===== config.mk =====
export PLATFORM = sky130hd
export DESIGN_NAME = ucb_top
export DESIGN_NICKNAME = d
export VERILOG_FILES = /design/src/verilog/ucb_pkg.sv /design/src/verilog/ucb_baud.sv /design/src/verilog/ucb_tx.sv /design/src/verilog/ucb_top.sv
export SDC_FILE = /design/constraint.sdc
export NUM_CORES = 1
export LEC_CHECK = 0
export ABC_AREA = 1
export BUFFER_PORTS_ARGS = -buffer_cell sky130_fd_sc_hd__buf_2
export CAP_MARGIN = 20
export CORE_MARGIN = 5
export CORE_UTILIZATION = 62
export CTS_CLUSTER_SIZE = 10
export DETAILED_ROUTE_END_ITERATION = 16
export GPL_TIMING_DRIVEN = 0
export PLACE_DENSITY = 0.84
export SLEW_MARGIN = 10
export SYNTH_ARGS = -nofsm -noshare
export SYNTH_HDL_FRONTEND = slang
export SYNTH_HIERARCHICAL = 1
export SYNTH_SLANG_ARGS = --single-unit

===== constraint.sdc =====
create_clock -name CLK -period 4.3 [get_ports CLK]
set_clock_uncertainty 0.15 [all_clocks]
set_input_delay 0.215 -clock CLK [delete_from_list [all_inputs] [get_ports CLK]]
set_output_delay 0.215 -clock CLK [all_outputs]
set_load 0.01 [all_outputs]

===== src/verilog/ucb_pkg.sv =====
package ucb_pkg;
  // Register byte offsets
  localparam logic [4:0] OFF_CTRL_ONE = 5'h00;
  localparam logic [4:0] OFF_CTRL_TWO = 5'h04;
  localparam logic [4:0] OFF_DIVISOR = 5'h08;
  localparam logic [4:0] OFF_DATA = 5'h0c;
  localparam logic [4:0] OFF_STATUS = 5'h10;
  localparam logic [4:0] OFF_IRQ_STAT = 5'h14;
  localparam logic [4:0] OFF_IRQ_MASK = 5'h18;

  // uart_control_two fields
  localparam int TX_ON_BIT = 7;
  localparam int RX_ON_BIT = 6;
  localparam int SPEED_BIT = 5;
  localparam int ADDR_DET_BIT = 4;
  localparam int WAKE_BIT = 3;
  localparam int RX_IRQ_BIT = 2;
  localparam int TX_IDLE_FLAG_IRQ_BIT = 1;
  localparam int TEMPTY_IRQ_BIT = 0;

  // First control register fields
  localparam int MASTER_BIT = 7;
  localparam int WLEN_BIT = 6;
  localparam int RX_NINTH_BIT = 1;
  localparam int TX_NINTH_BIT = 0;
  localparam logic [7:0] CTRL_ONE_WMASK = 8'hc1;

  // Status fields
  localparam int OVR_BIT = 4;
  localparam int RX_IDLE_BIT = 3;
  localparam int RX_AVAIL_BIT = 2;
  localparam int TX_IDLE_BIT = 1;
  localparam int TX_EMPTY_BIT = 0;

  // Interrupt status and mask fields
  localparam int EV_TEMPTY = 0;
  localparam int EV_TX_IDLE_FLAG = 1;
  localparam int EV_RX = 2;
  localparam int EV_WAKE = 3;
  localparam int IRQ_W = 4;

  // Values after reset
  localparam logic [7:0] CTRL_ONE_RST = 8'h00;
  localparam logic [7:0] CTRL_TWO_RST = 8'h00;
  localparam logic [7:0] DIVISOR_RST = 8'h00;
  localparam logic [7:0] DATA_RST = 8'h00;
  localparam logic [3:0] IRQ_RST = 4'h0;

  // Counter expiries per bit
  localparam logic [6:0] OVS_LOW = 7'h40;
  localparam logic [6:0] OVS_HIGH = 7'h10;

  typedef enum {RX_IDLE, RX_START, RX_DATA, RX_STOP} ucb_rx_state_e;
  typedef enum {TX_IDLE, TX_START, TX_DATA, TX_STOP} ucb_tx_state_e;

  function automatic logic [6:0] ticks_per_bit(input logic high);
    return high ? OVS_HIGH : OVS_LOW;
  endfunction

  function automatic logic [3:0] last_bit(input logic nine);
    return nine ? 4'h8 : 4'h7;
  endfunction
endpackage


===== src/verilog/ucb_baud.sv =====
`timescale 1ns/10ps
module ucb_baud
#(
  parameter int WIDTH = 8
)
(
  input wire logic clk,
  input wire logic rst,
  input wire logic [WIDTH-1:0] divisor,
  output logic tick
);
  logic [WIDTH-1:0] cnt_q;
  logic [WIDTH-1:0] cnt_d;
  wire expired = (cnt_q == '0);

  // Reload on expiry, so the period is divisor plus one
  assign cnt_d = expired ? divisor : cnt_q - 1'b1; // RULE_17
  assign tick = expired & ~rst; // RULE_06

  always_ff @(posedge clk)
  begin
    if (rst)
      cnt_q <= '0; // RULE_15
    else
      cnt_q <= cnt_d;
  end
endmodule


===== src/verilog/ucb_tx.sv =====
`timescale 1ns/10ps
module ucb_tx
import ucb_pkg::*;
(
  input wire logic clk,
  input wire logic rst,
  input wire logic tick,
  input wire logic [6:0] ovs,
  input wire logic nine,
  input wire logic load,
  input wire logic [8:0] load_data,
  output logic tx_line,
  output logic busy
);
  ucb_tx_state_e state_q;
  logic [8:0] shift_q;
  logic [3:0] bit_q;
  logic [6:0] tk_q;
  wire bit_end = tick & (tk_q == ovs - 7'h01);

  assign busy = (state_q != TX_IDLE);

  always_ff @(posedge clk)
  begin
    if (rst)
    begin
      state_q <= TX_IDLE; // RULE_01
      tk_q <= 7'h00;
      bit_q <= 4'h0;
      shift_q <= 9'h000;
      tx_line <= 1'b1;
    end
    else
    begin
      if (tick)
        tk_q <= bit_end ? 7'h00 : tk_q + 7'h01;
      unique case (state_q)
        TX_IDLE:
          if (load)
          begin
            shift_q <= load_data;
            tk_q <= 7'h00;
            tx_line <= 1'b0;
            state_q <= TX_START;
          end
        TX_START:
          if (bit_end)
          begin
            tx_line <= shift_q[0];
            shift_q <= {1'b0, shift_q[8:1]};
            bit_q <= 4'h0;
            state_q <= TX_DATA;
          end
        TX_DATA:
          if (bit_end)
          begin
            if (bit_q == last_bit(nine)) // RULE_16
            begin
              tx_line <= 1'b1;
              state_q <= TX_STOP;
            end
            else
            begin
              tx_line <= shift_q[0];
              shift_q <= {1'b0, shift_q[8:1]};
              bit_q <= bit_q + 4'h1;
            end
          end
        TX_STOP:
          if (bit_end)
            state_q <= TX_IDLE;
      endcase
    end
  end
endmodule


===== src/verilog/ucb_top.sv =====
// Overview of operation
// RULE_01 - Clearing transmit enable aborts sending, empties transmit buffer, frees TX.
// RULE_02 - UART owns TX only while transmit enable and master enable are set.
// RULE_03 - Clearing receive enable aborts reception, empties receive buffer, frees RX.
// RULE_04 - Receiver runs and owns RX only while receive and master enables set.
// RULE_05 - Bit rate is clock over 64(N+1) low speed, 16(N+1) high speed.
// RULE_06 - Bits timed by a free-running 8-bit counter set by divisor 0..255.
// RULE_07 - Address detect: word with address bit one is kept and may interrupt.
// RULE_08 - Address detect: word with address bit zero is dropped, no interrupt.
// RULE_09 - UART clock off and wake enabled: RX falling edge requests wake-up.
// RULE_10 - No wake-up while UART clock runs or wake enable is clear.
// RULE_11 - Receive enable lets overrun or data-available setting raise request; the code also requires the receive interrupt enable.
// RULE_12 - Idle interrupt enable lets transmitter-idle setting raise request.
// RULE_13 - Empty interrupt enable lets transmit-empty setting raise request.
// RULE_14 - One data location: write sends next character, read gives last received.
// RULE_15 - Master off empties buffers, resets counter, clears enables and flags.
// RULE_16 - Word length select picks 8 or 9 bits; ninth bits in control one.
// RULE_17 - Counter reloads on expiry; 16 or 64 expiries make one bit.
//
// The Avalon-MM register port and the register offsets were left to the implementer.
`timescale 1ns/10ps
module ucb_top
(
  input wire logic CLK,
  input wire logic SYS_RST,
  input wire logic [4:0] AVS_ADDRESS,
  input wire logic AVS_READ,
  input wire logic AVS_WRITE,
  input wire logic [31:0] AVS_WRITEDATA,
  input wire logic [3:0] AVS_BYTEENABLE,
  output logic [31:0] AVS_READDATA,
  output logic AVS_WAITREQUEST,
  input wire logic RX_I,
  output logic TX_O,
  output logic TX_OWN,
  output logic RX_OWN,
  input wire logic UART_CLK_ON,
  output logic IRQ
);
  import ucb_pkg::*;

  // Bus slave: one wait state, answer on the second edge
  logic ack_q;
  logic [31:0] rdata_q;
  wire req = AVS_READ | AVS_WRITE;
  wire wr_acc = AVS_WRITE & ack_q & AVS_BYTEENABLE[0];
  wire rd_acc = AVS_READ & ack_q;
  wire [7:0] wd = AVS_WRITEDATA[7:0];

  wire sel_one = (AVS_ADDRESS == OFF_CTRL_ONE);
  wire sel_two = (AVS_ADDRESS == OFF_CTRL_TWO);
  wire sel_div = (AVS_ADDRESS == OFF_DIVISOR);
  wire sel_data = (AVS_ADDRESS == OFF_DATA);
  wire sel_stat = (AVS_ADDRESS == OFF_STATUS);
  wire sel_istat = (AVS_ADDRESS == OFF_IRQ_STAT);
  wire sel_imask = (AVS_ADDRESS == OFF_IRQ_MASK);

  assign AVS_WAITREQUEST = req & ~ack_q;
  assign AVS_READDATA = rdata_q;

  // Software state
  logic [7:0] ctrl_one_q;
  logic [7:0] ctrl_one_d;
  logic [7:0] ctrl_two_q;
  logic [7:0] ctrl_two_d;
  logic [7:0] divisor_q;
  logic [7:0] tx_data_q;
  logic [IRQ_W-1:0] irq_stat_q;
  logic [IRQ_W-1:0] irq_stat_d;
  logic [IRQ_W-1:0] irq_mask_q;

  wire master_on = ctrl_one_q[MASTER_BIT];
  wire word_length_select = ctrl_one_q[WLEN_BIT];
  wire tx_ninth_bit = ctrl_one_q[TX_NINTH_BIT];
  wire transmitter_on = ctrl_two_q[TX_ON_BIT];
  wire receiver_on = ctrl_two_q[RX_ON_BIT];
  wire baud_speed_select = ctrl_two_q[SPEED_BIT];
  wire address_detect_on = ctrl_two_q[ADDR_DET_BIT];
  wire wake_on = ctrl_two_q[WAKE_BIT];
  wire receive_irq_on = ctrl_two_q[RX_IRQ_BIT];
  wire tx_idle_irq_on = ctrl_two_q[TX_IDLE_FLAG_IRQ_BIT];
  wire tx_empty_irq_on = ctrl_two_q[TEMPTY_IRQ_BIT];

  wire tx_run = transmitter_on & master_on; // RULE_02
  wire rx_run = receiver_on & master_on; // RULE_04
  wire [6:0] ovs = ticks_per_bit(baud_speed_select); // RULE_05

  wire wr_data = wr_acc & sel_data;
  wire rd_data = rd_acc & sel_data;

  // Master off drops both direction enables
  assign ctrl_one_d = (wr_acc & sel_one) ?
    ((wd & CTRL_ONE_WMASK) | (ctrl_one_q & ~CTRL_ONE_WMASK)) : ctrl_one_q;
  logic [7:0] ctrl_two_w;
  assign ctrl_two_w = (wr_acc & sel_two) ? wd : ctrl_two_q;
  assign ctrl_two_d = master_on ? ctrl_two_w
    : (ctrl_two_w & ~(8'h01 << RX_ON_BIT) & ~(8'h01 << TX_ON_BIT)); // RULE_15

  // Baud generator
  logic tick;
  ucb_baud #(.WIDTH(8)) u_baud
  (
    .clk(CLK),
    .rst(SYS_RST | ~master_on), // RULE_15
    .divisor(divisor_q),
    .tick(tick)
  );

  // Transmit side
  logic tx_empty_q;
  logic tx_idle_q;
  logic tx_run_q;
  logic tx_line;
  logic tx_busy;
  wire tx_abort = tx_run_q & ~tx_run;
  // Load only on a tick so the start bit lasts one full bit period
  wire tx_load = tx_run & ~tx_busy & ~tx_empty_q & tick; // RULE_17
  wire tx_empty_set = tx_abort | tx_load | ~master_on;
  // Writes are refused while the buffer is still full
  wire tx_take = wr_data & tx_empty_q;
  wire tx_empty_d = tx_empty_set ? 1'b1 : (tx_take ? 1'b0 : tx_empty_q);
  wire tx_idle = tx_empty_q & ~tx_busy;

  ucb_tx u_tx
  (
    .clk(CLK),
    .rst(SYS_RST | ~tx_run), // RULE_01
    .tick(tick),
    .ovs(ovs),
    .nine(word_length_select),
    .load(tx_load),
    .load_data({word_length_select & tx_ninth_bit, tx_data_q}),
    .tx_line(tx_line),
    .busy(tx_busy)
  );

  assign TX_OWN = tx_run; // RULE_02
  assign TX_O = tx_run ? tx_line : 1'b1; // RULE_01

  // Receive side
  ucb_rx_state_e rx_state_q;
  logic rx_prev_q;
  logic [6:0] rx_tk_q;
  logic [3:0] rx_bit_q;
  logic [8:0] rx_sh_q;
  logic [7:0] rx_data_q;
  logic rx_ninth_q;
  logic rx_avail_q;
  logic overrun_q;

  wire rx_fall = rx_prev_q & ~RX_I;
  wire rx_bit_end = tick & (rx_tk_q == ovs - 7'h01);
  wire rx_half = tick & (rx_tk_q == (ovs >> 1) - 7'h01);
  wire frame_done = (rx_state_q == RX_STOP) & rx_bit_end;
  wire [8:0] rx_word = word_length_select ? rx_sh_q
    : {1'b0, rx_sh_q[8:1]}; // RULE_16
  wire addr_bit = word_length_select ? rx_word[8] : rx_word[7];
  wire rx_keep = ~address_detect_on | addr_bit; // RULE_07 RULE_08
  wire rx_store = frame_done & rx_keep & (~rx_avail_q | rd_data);
  wire ovr_set = frame_done & rx_keep & rx_avail_q & ~rd_data;
  // Set wins over the clearing read
  wire rx_avail_d = ~rx_run ? 1'b0
    : (rx_store ? 1'b1 : (rd_data ? 1'b0 : rx_avail_q)); // RULE_03
  wire overrun_d = ~rx_run ? 1'b0
    : (ovr_set ? 1'b1 : (rd_data ? 1'b0 : overrun_q)); // RULE_15

  assign RX_OWN = rx_run; // RULE_04

  always_ff @(posedge CLK)
  begin
    if (SYS_RST | ~rx_run)
    begin
      rx_state_q <= RX_IDLE; // RULE_03
      rx_tk_q <= 7'h00;
      rx_bit_q <= 4'h0;
      rx_sh_q <= 9'h000;
    end
    else
    begin
      if (tick)
        rx_tk_q <= rx_bit_end ? 7'h00 : rx_tk_q + 7'h01;
      unique case (rx_state_q)
        RX_IDLE:
          if (rx_fall)
          begin
            rx_tk_q <= 7'h00;
            rx_state_q <= RX_START;
          end
        RX_START:
          if (rx_half)
          begin
            rx_tk_q <= 7'h00;
            rx_bit_q <= 4'h0;
            rx_state_q <= RX_I ? RX_IDLE : RX_DATA;
          end
        RX_DATA:
          if (rx_bit_end)
          begin
            rx_sh_q <= {RX_I, rx_sh_q[8:1]};
            rx_bit_q <= rx_bit_q + 4'h1;
            if (rx_bit_q == last_bit(word_length_select))
              rx_state_q <= RX_STOP;
          end
        RX_STOP:
          if (rx_bit_end)
            rx_state_q <= RX_IDLE;
      endcase
    end
  end

  // Events into the request flags
  wire ev_rx = rx_store | ovr_set;
  wire ev_tempty = tx_empty_d & ~tx_empty_q;
  wire ev_tx_idle_flag = tx_idle & ~tx_idle_q;
  wire ev_wake = ~UART_CLK_ON & wake_on & rx_fall; // RULE_09 RULE_10
  logic [IRQ_W-1:0] irq_set;
  assign irq_set[EV_RX] = receive_irq_on & ev_rx; // RULE_11
  assign irq_set[EV_TX_IDLE_FLAG] = tx_idle_irq_on & ev_tx_idle_flag; // RULE_12
  assign irq_set[EV_TEMPTY] = tx_empty_irq_on & ev_tempty; // RULE_13
  assign irq_set[EV_WAKE] = ev_wake; // RULE_09
  wire [IRQ_W-1:0] irq_clr = (wr_acc & sel_istat) ? wd[IRQ_W-1:0]
    : {IRQ_W{1'b0}};
  assign irq_stat_d = (irq_stat_q & ~irq_clr) | irq_set;
  assign IRQ = |(irq_stat_q & irq_mask_q);

  // Read multiplexer
  wire [7:0] rd_one = (ctrl_one_q & CTRL_ONE_WMASK)
    | ({7'h00, rx_ninth_q} << RX_NINTH_BIT);
  wire [7:0] rd_stat = ({7'h00, overrun_q} << OVR_BIT)
    | ({7'h00, rx_state_q == RX_IDLE} << RX_IDLE_BIT)
    | ({7'h00, rx_avail_q} << RX_AVAIL_BIT)
    | ({7'h00, tx_idle} << TX_IDLE_BIT)
    | ({7'h00, tx_empty_q} << TX_EMPTY_BIT);
  wire [7:0] rd_mux =
    sel_one ? rd_one :
    sel_two ? ctrl_two_q :
    sel_div ? divisor_q :
    sel_data ? rx_data_q : // RULE_14
    sel_stat ? rd_stat :
    sel_istat ? {4'h0, irq_stat_q} :
    sel_imask ? {4'h0, irq_mask_q} :
    8'h00;

  always_ff @(posedge CLK)
  begin
    if (SYS_RST)
    begin
      ack_q <= 1'b0;
      rdata_q <= 32'h0000_0000;
    end
    else
    begin
      ack_q <= req & ~ack_q;
      if (AVS_READ & ~ack_q)
        rdata_q <= {24'h00_0000, rd_mux};
    end
  end

  always_ff @(posedge CLK)
  begin
    if (SYS_RST)
    begin
      ctrl_one_q <= CTRL_ONE_RST;
      ctrl_two_q <= CTRL_TWO_RST;
      divisor_q <= DIVISOR_RST;
      irq_stat_q <= IRQ_RST;
      irq_mask_q <= IRQ_RST;
    end
    else
    begin
      ctrl_one_q <= ctrl_one_d;
      ctrl_two_q <= ctrl_two_d;
      if (wr_acc & sel_div)
        divisor_q <= wd; // RULE_06
      irq_stat_q <= irq_stat_d;
      if (wr_acc & sel_imask)
        irq_mask_q <= wd[IRQ_W-1:0];
    end
  end

  always_ff @(posedge CLK)
  begin
    if (SYS_RST)
    begin
      tx_data_q <= DATA_RST;
      rx_data_q <= DATA_RST;
      rx_ninth_q <= 1'b0;
    end
    else
    begin
      if (tx_take)
        tx_data_q <= wd; // RULE_14
      if (rx_store)
      begin
        rx_data_q <= rx_word[7:0];
        rx_ninth_q <= rx_word[8]; // RULE_16
      end
    end
  end

  always_ff @(posedge CLK)
  begin
    if (SYS_RST)
    begin
      tx_empty_q <= 1'b1;
      tx_idle_q <= 1'b1;
      tx_run_q <= 1'b0;
      rx_avail_q <= 1'b0;
      overrun_q <= 1'b0;
      rx_prev_q <= 1'b1;
    end
    else
    begin
      tx_empty_q <= tx_empty_d; // RULE_01
      tx_idle_q <= tx_idle;
      tx_run_q <= tx_run;
      rx_avail_q <= rx_avail_d;
      overrun_q <= overrun_d;
      rx_prev_q <= RX_I;
    end
  end
endmodule


==> flow_summary.yaml <==
status:
  status: "completed"
floorplan:
  dieArea_mm2: 0.01185
  core_mm2: 0.009639
  die_w_um: 108.9
  die_h_um: 108.9
  num_rows: 36
  initial_utilization_pct: 62.89
  boundaryPins: 84
logic_synthesis:
  synthCells: 892
  synth_largest_area_cell: "dfxtp_1"
  ys_warn_count: 6
  async_flop_share_pct: 0
  ys_seq_elements: 112
  synth_fa_ha_area_share_pct: 2.477
  ys_top_cells_by_count: "nand2_1, nor2_1, dfxtp_1, inv_1, a21oi_1"
  netlist_area_mm2: 0.006062
  ys_types: 42
  synth_top_family_by_area: "simple AND/OR/NAND/NOR gates"
  synth_most_common_cell: "nand2_1"
  synth_xor_area_share_pct: 1.734
  yosysTopAreaCellShare_pct: 36.99
  synth-compound-area-share_pct: 13.97
  synth_edf_count: 0
  seq_area_frac_synth_pct: 36.99
  synthMuxAreaShare_pct: 0.1651
  yosys-top-cells-area: "dfxtp_1, nand2_1, nor2_1"
  avgSynthCellArea_um2: 6.796
  synth_simple_gate_area_share_pct: 32.32
  synth_flop_cell: "dfxtp_1"
setup_path:
  crit_path_max_incr_delay_ns: 0.57
  slowest_stage: "nor2_1"
  critPathArrivalTime_ns: 3.20
  cp-end-kind: "flip-flop"
  reg2reg_depth: 17
  crit_path_start: "SYS_RST"
  crit_path_start_kind: "primary input"
  crit_fanout: 10
  crit_chain: "dlygate4sd3_1, buf_2, inv_1, nand2_1, nor2_1, buf_4, inv_2, nor2_1, inv_1, nor2_2, nand2_2, inv_2, nand2_2, buf_2, o21ai_0, a21oi_1"
  reg2reg_slack_ns: 1.25
  r2r_start: "u_baud/cnt_q[0]$_SDFF_PP0_"
  critPathRequiredTime_ns: 4.42
  r2r_end: "rx_sh_q[6]$_SDFFE_PP0P_"
  path_class: "primary input to flip-flop"
global_routing:
  antenna_found_initial: 0
  grt_use_met3_pct: 3.316
  grt.overflow.total: 0
  grt_pass1_vias: 5070
  grt_use_met1_pct: 33.37
  grt_max_degree: 21
  met2_usage_pct: 40.09
  grt_pass1_wl_um: 23630
  grt.total_usage_pct: 24.57
  top_usage_layer: "met2"
placement:
  port_buffers: 32
  place.gp.congestion: 0.8939
  hpwl_um: 10400
  placed_cells: 1097
routing:
  ant_nets: 0
  vias_per_cell: 5.091
  routedWlPerCell_um: 12.34
  num_vias: 5712
  drt_iter0_drc: 467
  wirelength_um: 13850
  dr.pass1.iters: 5
  remaining_drc_errors: 0
flow_run:
  drv_cap: 0
clocking:
  cts.clk_slew.worst_paths_ns: 0.11
  cts_resized: 0
  clockRootBuffer: "clkbuf_8"
  cts.sinks: 112
  clockBufferDepth: 2
  cts_buffers: 9
  cts_tree: "built"
  htreeDepth: 3
  insertion_delay_ns: 0.38
sta:
  hold_viol: 0
  finalSetupTns_ns: 0
  period_share_pct: 71.63
  grt_setup_unrepaired: "no"
  post-route-min-period_ns: 3.080
  slew_violations: 0
  setup_violations: 0
  max_freq_mhz: 324.7
  whs_ns: 0.01359
  tightestPinTransition_ns: 0.6638
  slew_headroom_pct: 55.58
finish:
  diodes: 0
  final_nets: 1043
  layout-drive-gt1-share_pct: 13.14
  fin_cells: 1122
  syn_to_final_growth_pct: 12.43
power_and_ir_drop:
  ir_worst_vdd_mv: 0.2194
  power_leakage_uw: 0.003099
  powerDensity_mw_per_mm2: 263.0
worst_hold_path:
  holdPathStages: 4
  hold-path-endpoint: "irq_stat_q[3]$_SDFF_PP0_"
  min_path_type: "primary input to flip-flop"
  min_from: "UART_CLK_ON"
worst max-delay path, delay by kind of cell:
kind            cells  cell delay (ns)
buf+inv             8             1.57
simple gates        6             1.18
compound gates      2             0.23
layer usage:
metal  part of all wire (%)  routed length [µm]
met2                     46                6353
met5                      0                   0
met1                     47                6439
met3                    4.6                 630
met4                    3.1                 423
state kept, by name, indices dropped and copies added (netlist names), 2 cells and up, named ones only:
name          count
rx_sh_q           9
u_tx/shift_q      9
AVS_READDATA      8
ctrl_two_q        8
divisor_q         8
rx_data_q         8
tx_data_q         8
u_baud/cnt_q      8
rx_tk_q           7
u_tx/tk_q         7
irq_mask_q        4
irq_stat_q        4
rx_bit_q          4
u_tx/bit_q        4
ctrl_one_q        3
u_tx/state_q      2
layout make-up:
| type | instances | area, µm² |
|---|---|---|
| Tap cell | 133 | 166.4 |
| Buffer | 44 | 299.0 |
| Timing Repair Buffer | 41 | 250.2 |
| Clock buffer | 9 | 123.9 |
| Fill cell | 855 | 2824 |
| Multi-Input combinational cell | 658 | 3226 |
| Sequential cell | 112 | 2242 |
| Inverter | 118 | 445.4 |
| Clock inverter | 7 | 62.56 |
cell families (layout without fill, tap and decap cells):
logic type,count (synthesis),count (layout)
buffers and inverters,162,219
xor gates and xnor gates,12,12
muxes,1,1
adders and majority gates,12,12
AOI/OAI and AO/OA,162,162
DFF,112,112
other,1,41
and+or+nand+nor,430,430
through the flow:
stage | area [µm²] | util (%) | total power (µW) | setup slack [ns]
final | 6815 | 70.70 | 1793 | 1.220
after CTS | 6815 | 70.70 | 1792 | 1.238
after global routing | 6815 | 70.70 | 1859 | 0.9070
after detailed placement | 6539 | 67.83 | 1190 | 1.259
after floorplan | 6212 | - | 1155 | 1.789
after global placement | 6539 | 67.83 | 1189 | 1.275
cell usage in the layout, fill, tap and decap left out, types with 3 or more instances in the layout:
master | netlist | layout
ha_1 | 12 | 12
buf_4 | 28 | 28
inv_2 | 9 | 9
conb_1 | 1 | 41
o21ai_0 | 67 | 67
buf_6 | 3 | 3
dfxtp_1 | 112 | 112
nand2_2 | 9 | 9
nor3_1 | 4 | 4
clkbuf_8 | 0 | 9
buf_2 | 2 | 34
dlygate4sd3_1 | 0 | 9
nand4_1 | 18 | 18
xnor2_1 | 3 | 3
nand2_1 | 176 | 176
nor2_1 | 146 | 146
nand3_1 | 45 | 45
clkbuf_1 | 9 | 9
nand2_4 | 4 | 4
nor2_4 | 6 | 6
inv_1 | 106 | 106
xor2_1 | 9 | 9
o21ai_1 | 7 | 7
nor2_2 | 6 | 6
nor2_8 | 4 | 4
a21oi_1 | 78 | 78
nor4_1 | 3 | 3
power by group:
group | internal (µW) | switching [µW]
clock | 225 | 390
sequential | 1040 | 4.49
combinational | 50.4 | 81.7
total | 1320 | 476
worst max path at each step:
stage	slack (ns)	endpoint
6_report	1.22	rx_sh_q[6]$_SDFFE_PP0P_
5_1_grt	0.91	rx_sh_q[6]$_SDFFE_PP0P_
4_1_cts	1.24	u_tx/shift_q[3]$_SDFFE_PP0P_
3_5_place_dp	1.26	u_tx/shift_q[3]$_SDFFE_PP0P_
3_3_place_gp	1.27	u_tx/shift_q[3]$_SDFFE_PP0P_
2_1_floorplan	1.79	u_tx/shift_q[1]$_SDFFE_PP0P_
what timing repair did:
action,in CTS,in global routing
hold endpoints to repair,10,0
buffers inserted,0,0
hold buffers,9,0
Power figures use the tool's default switching activity.
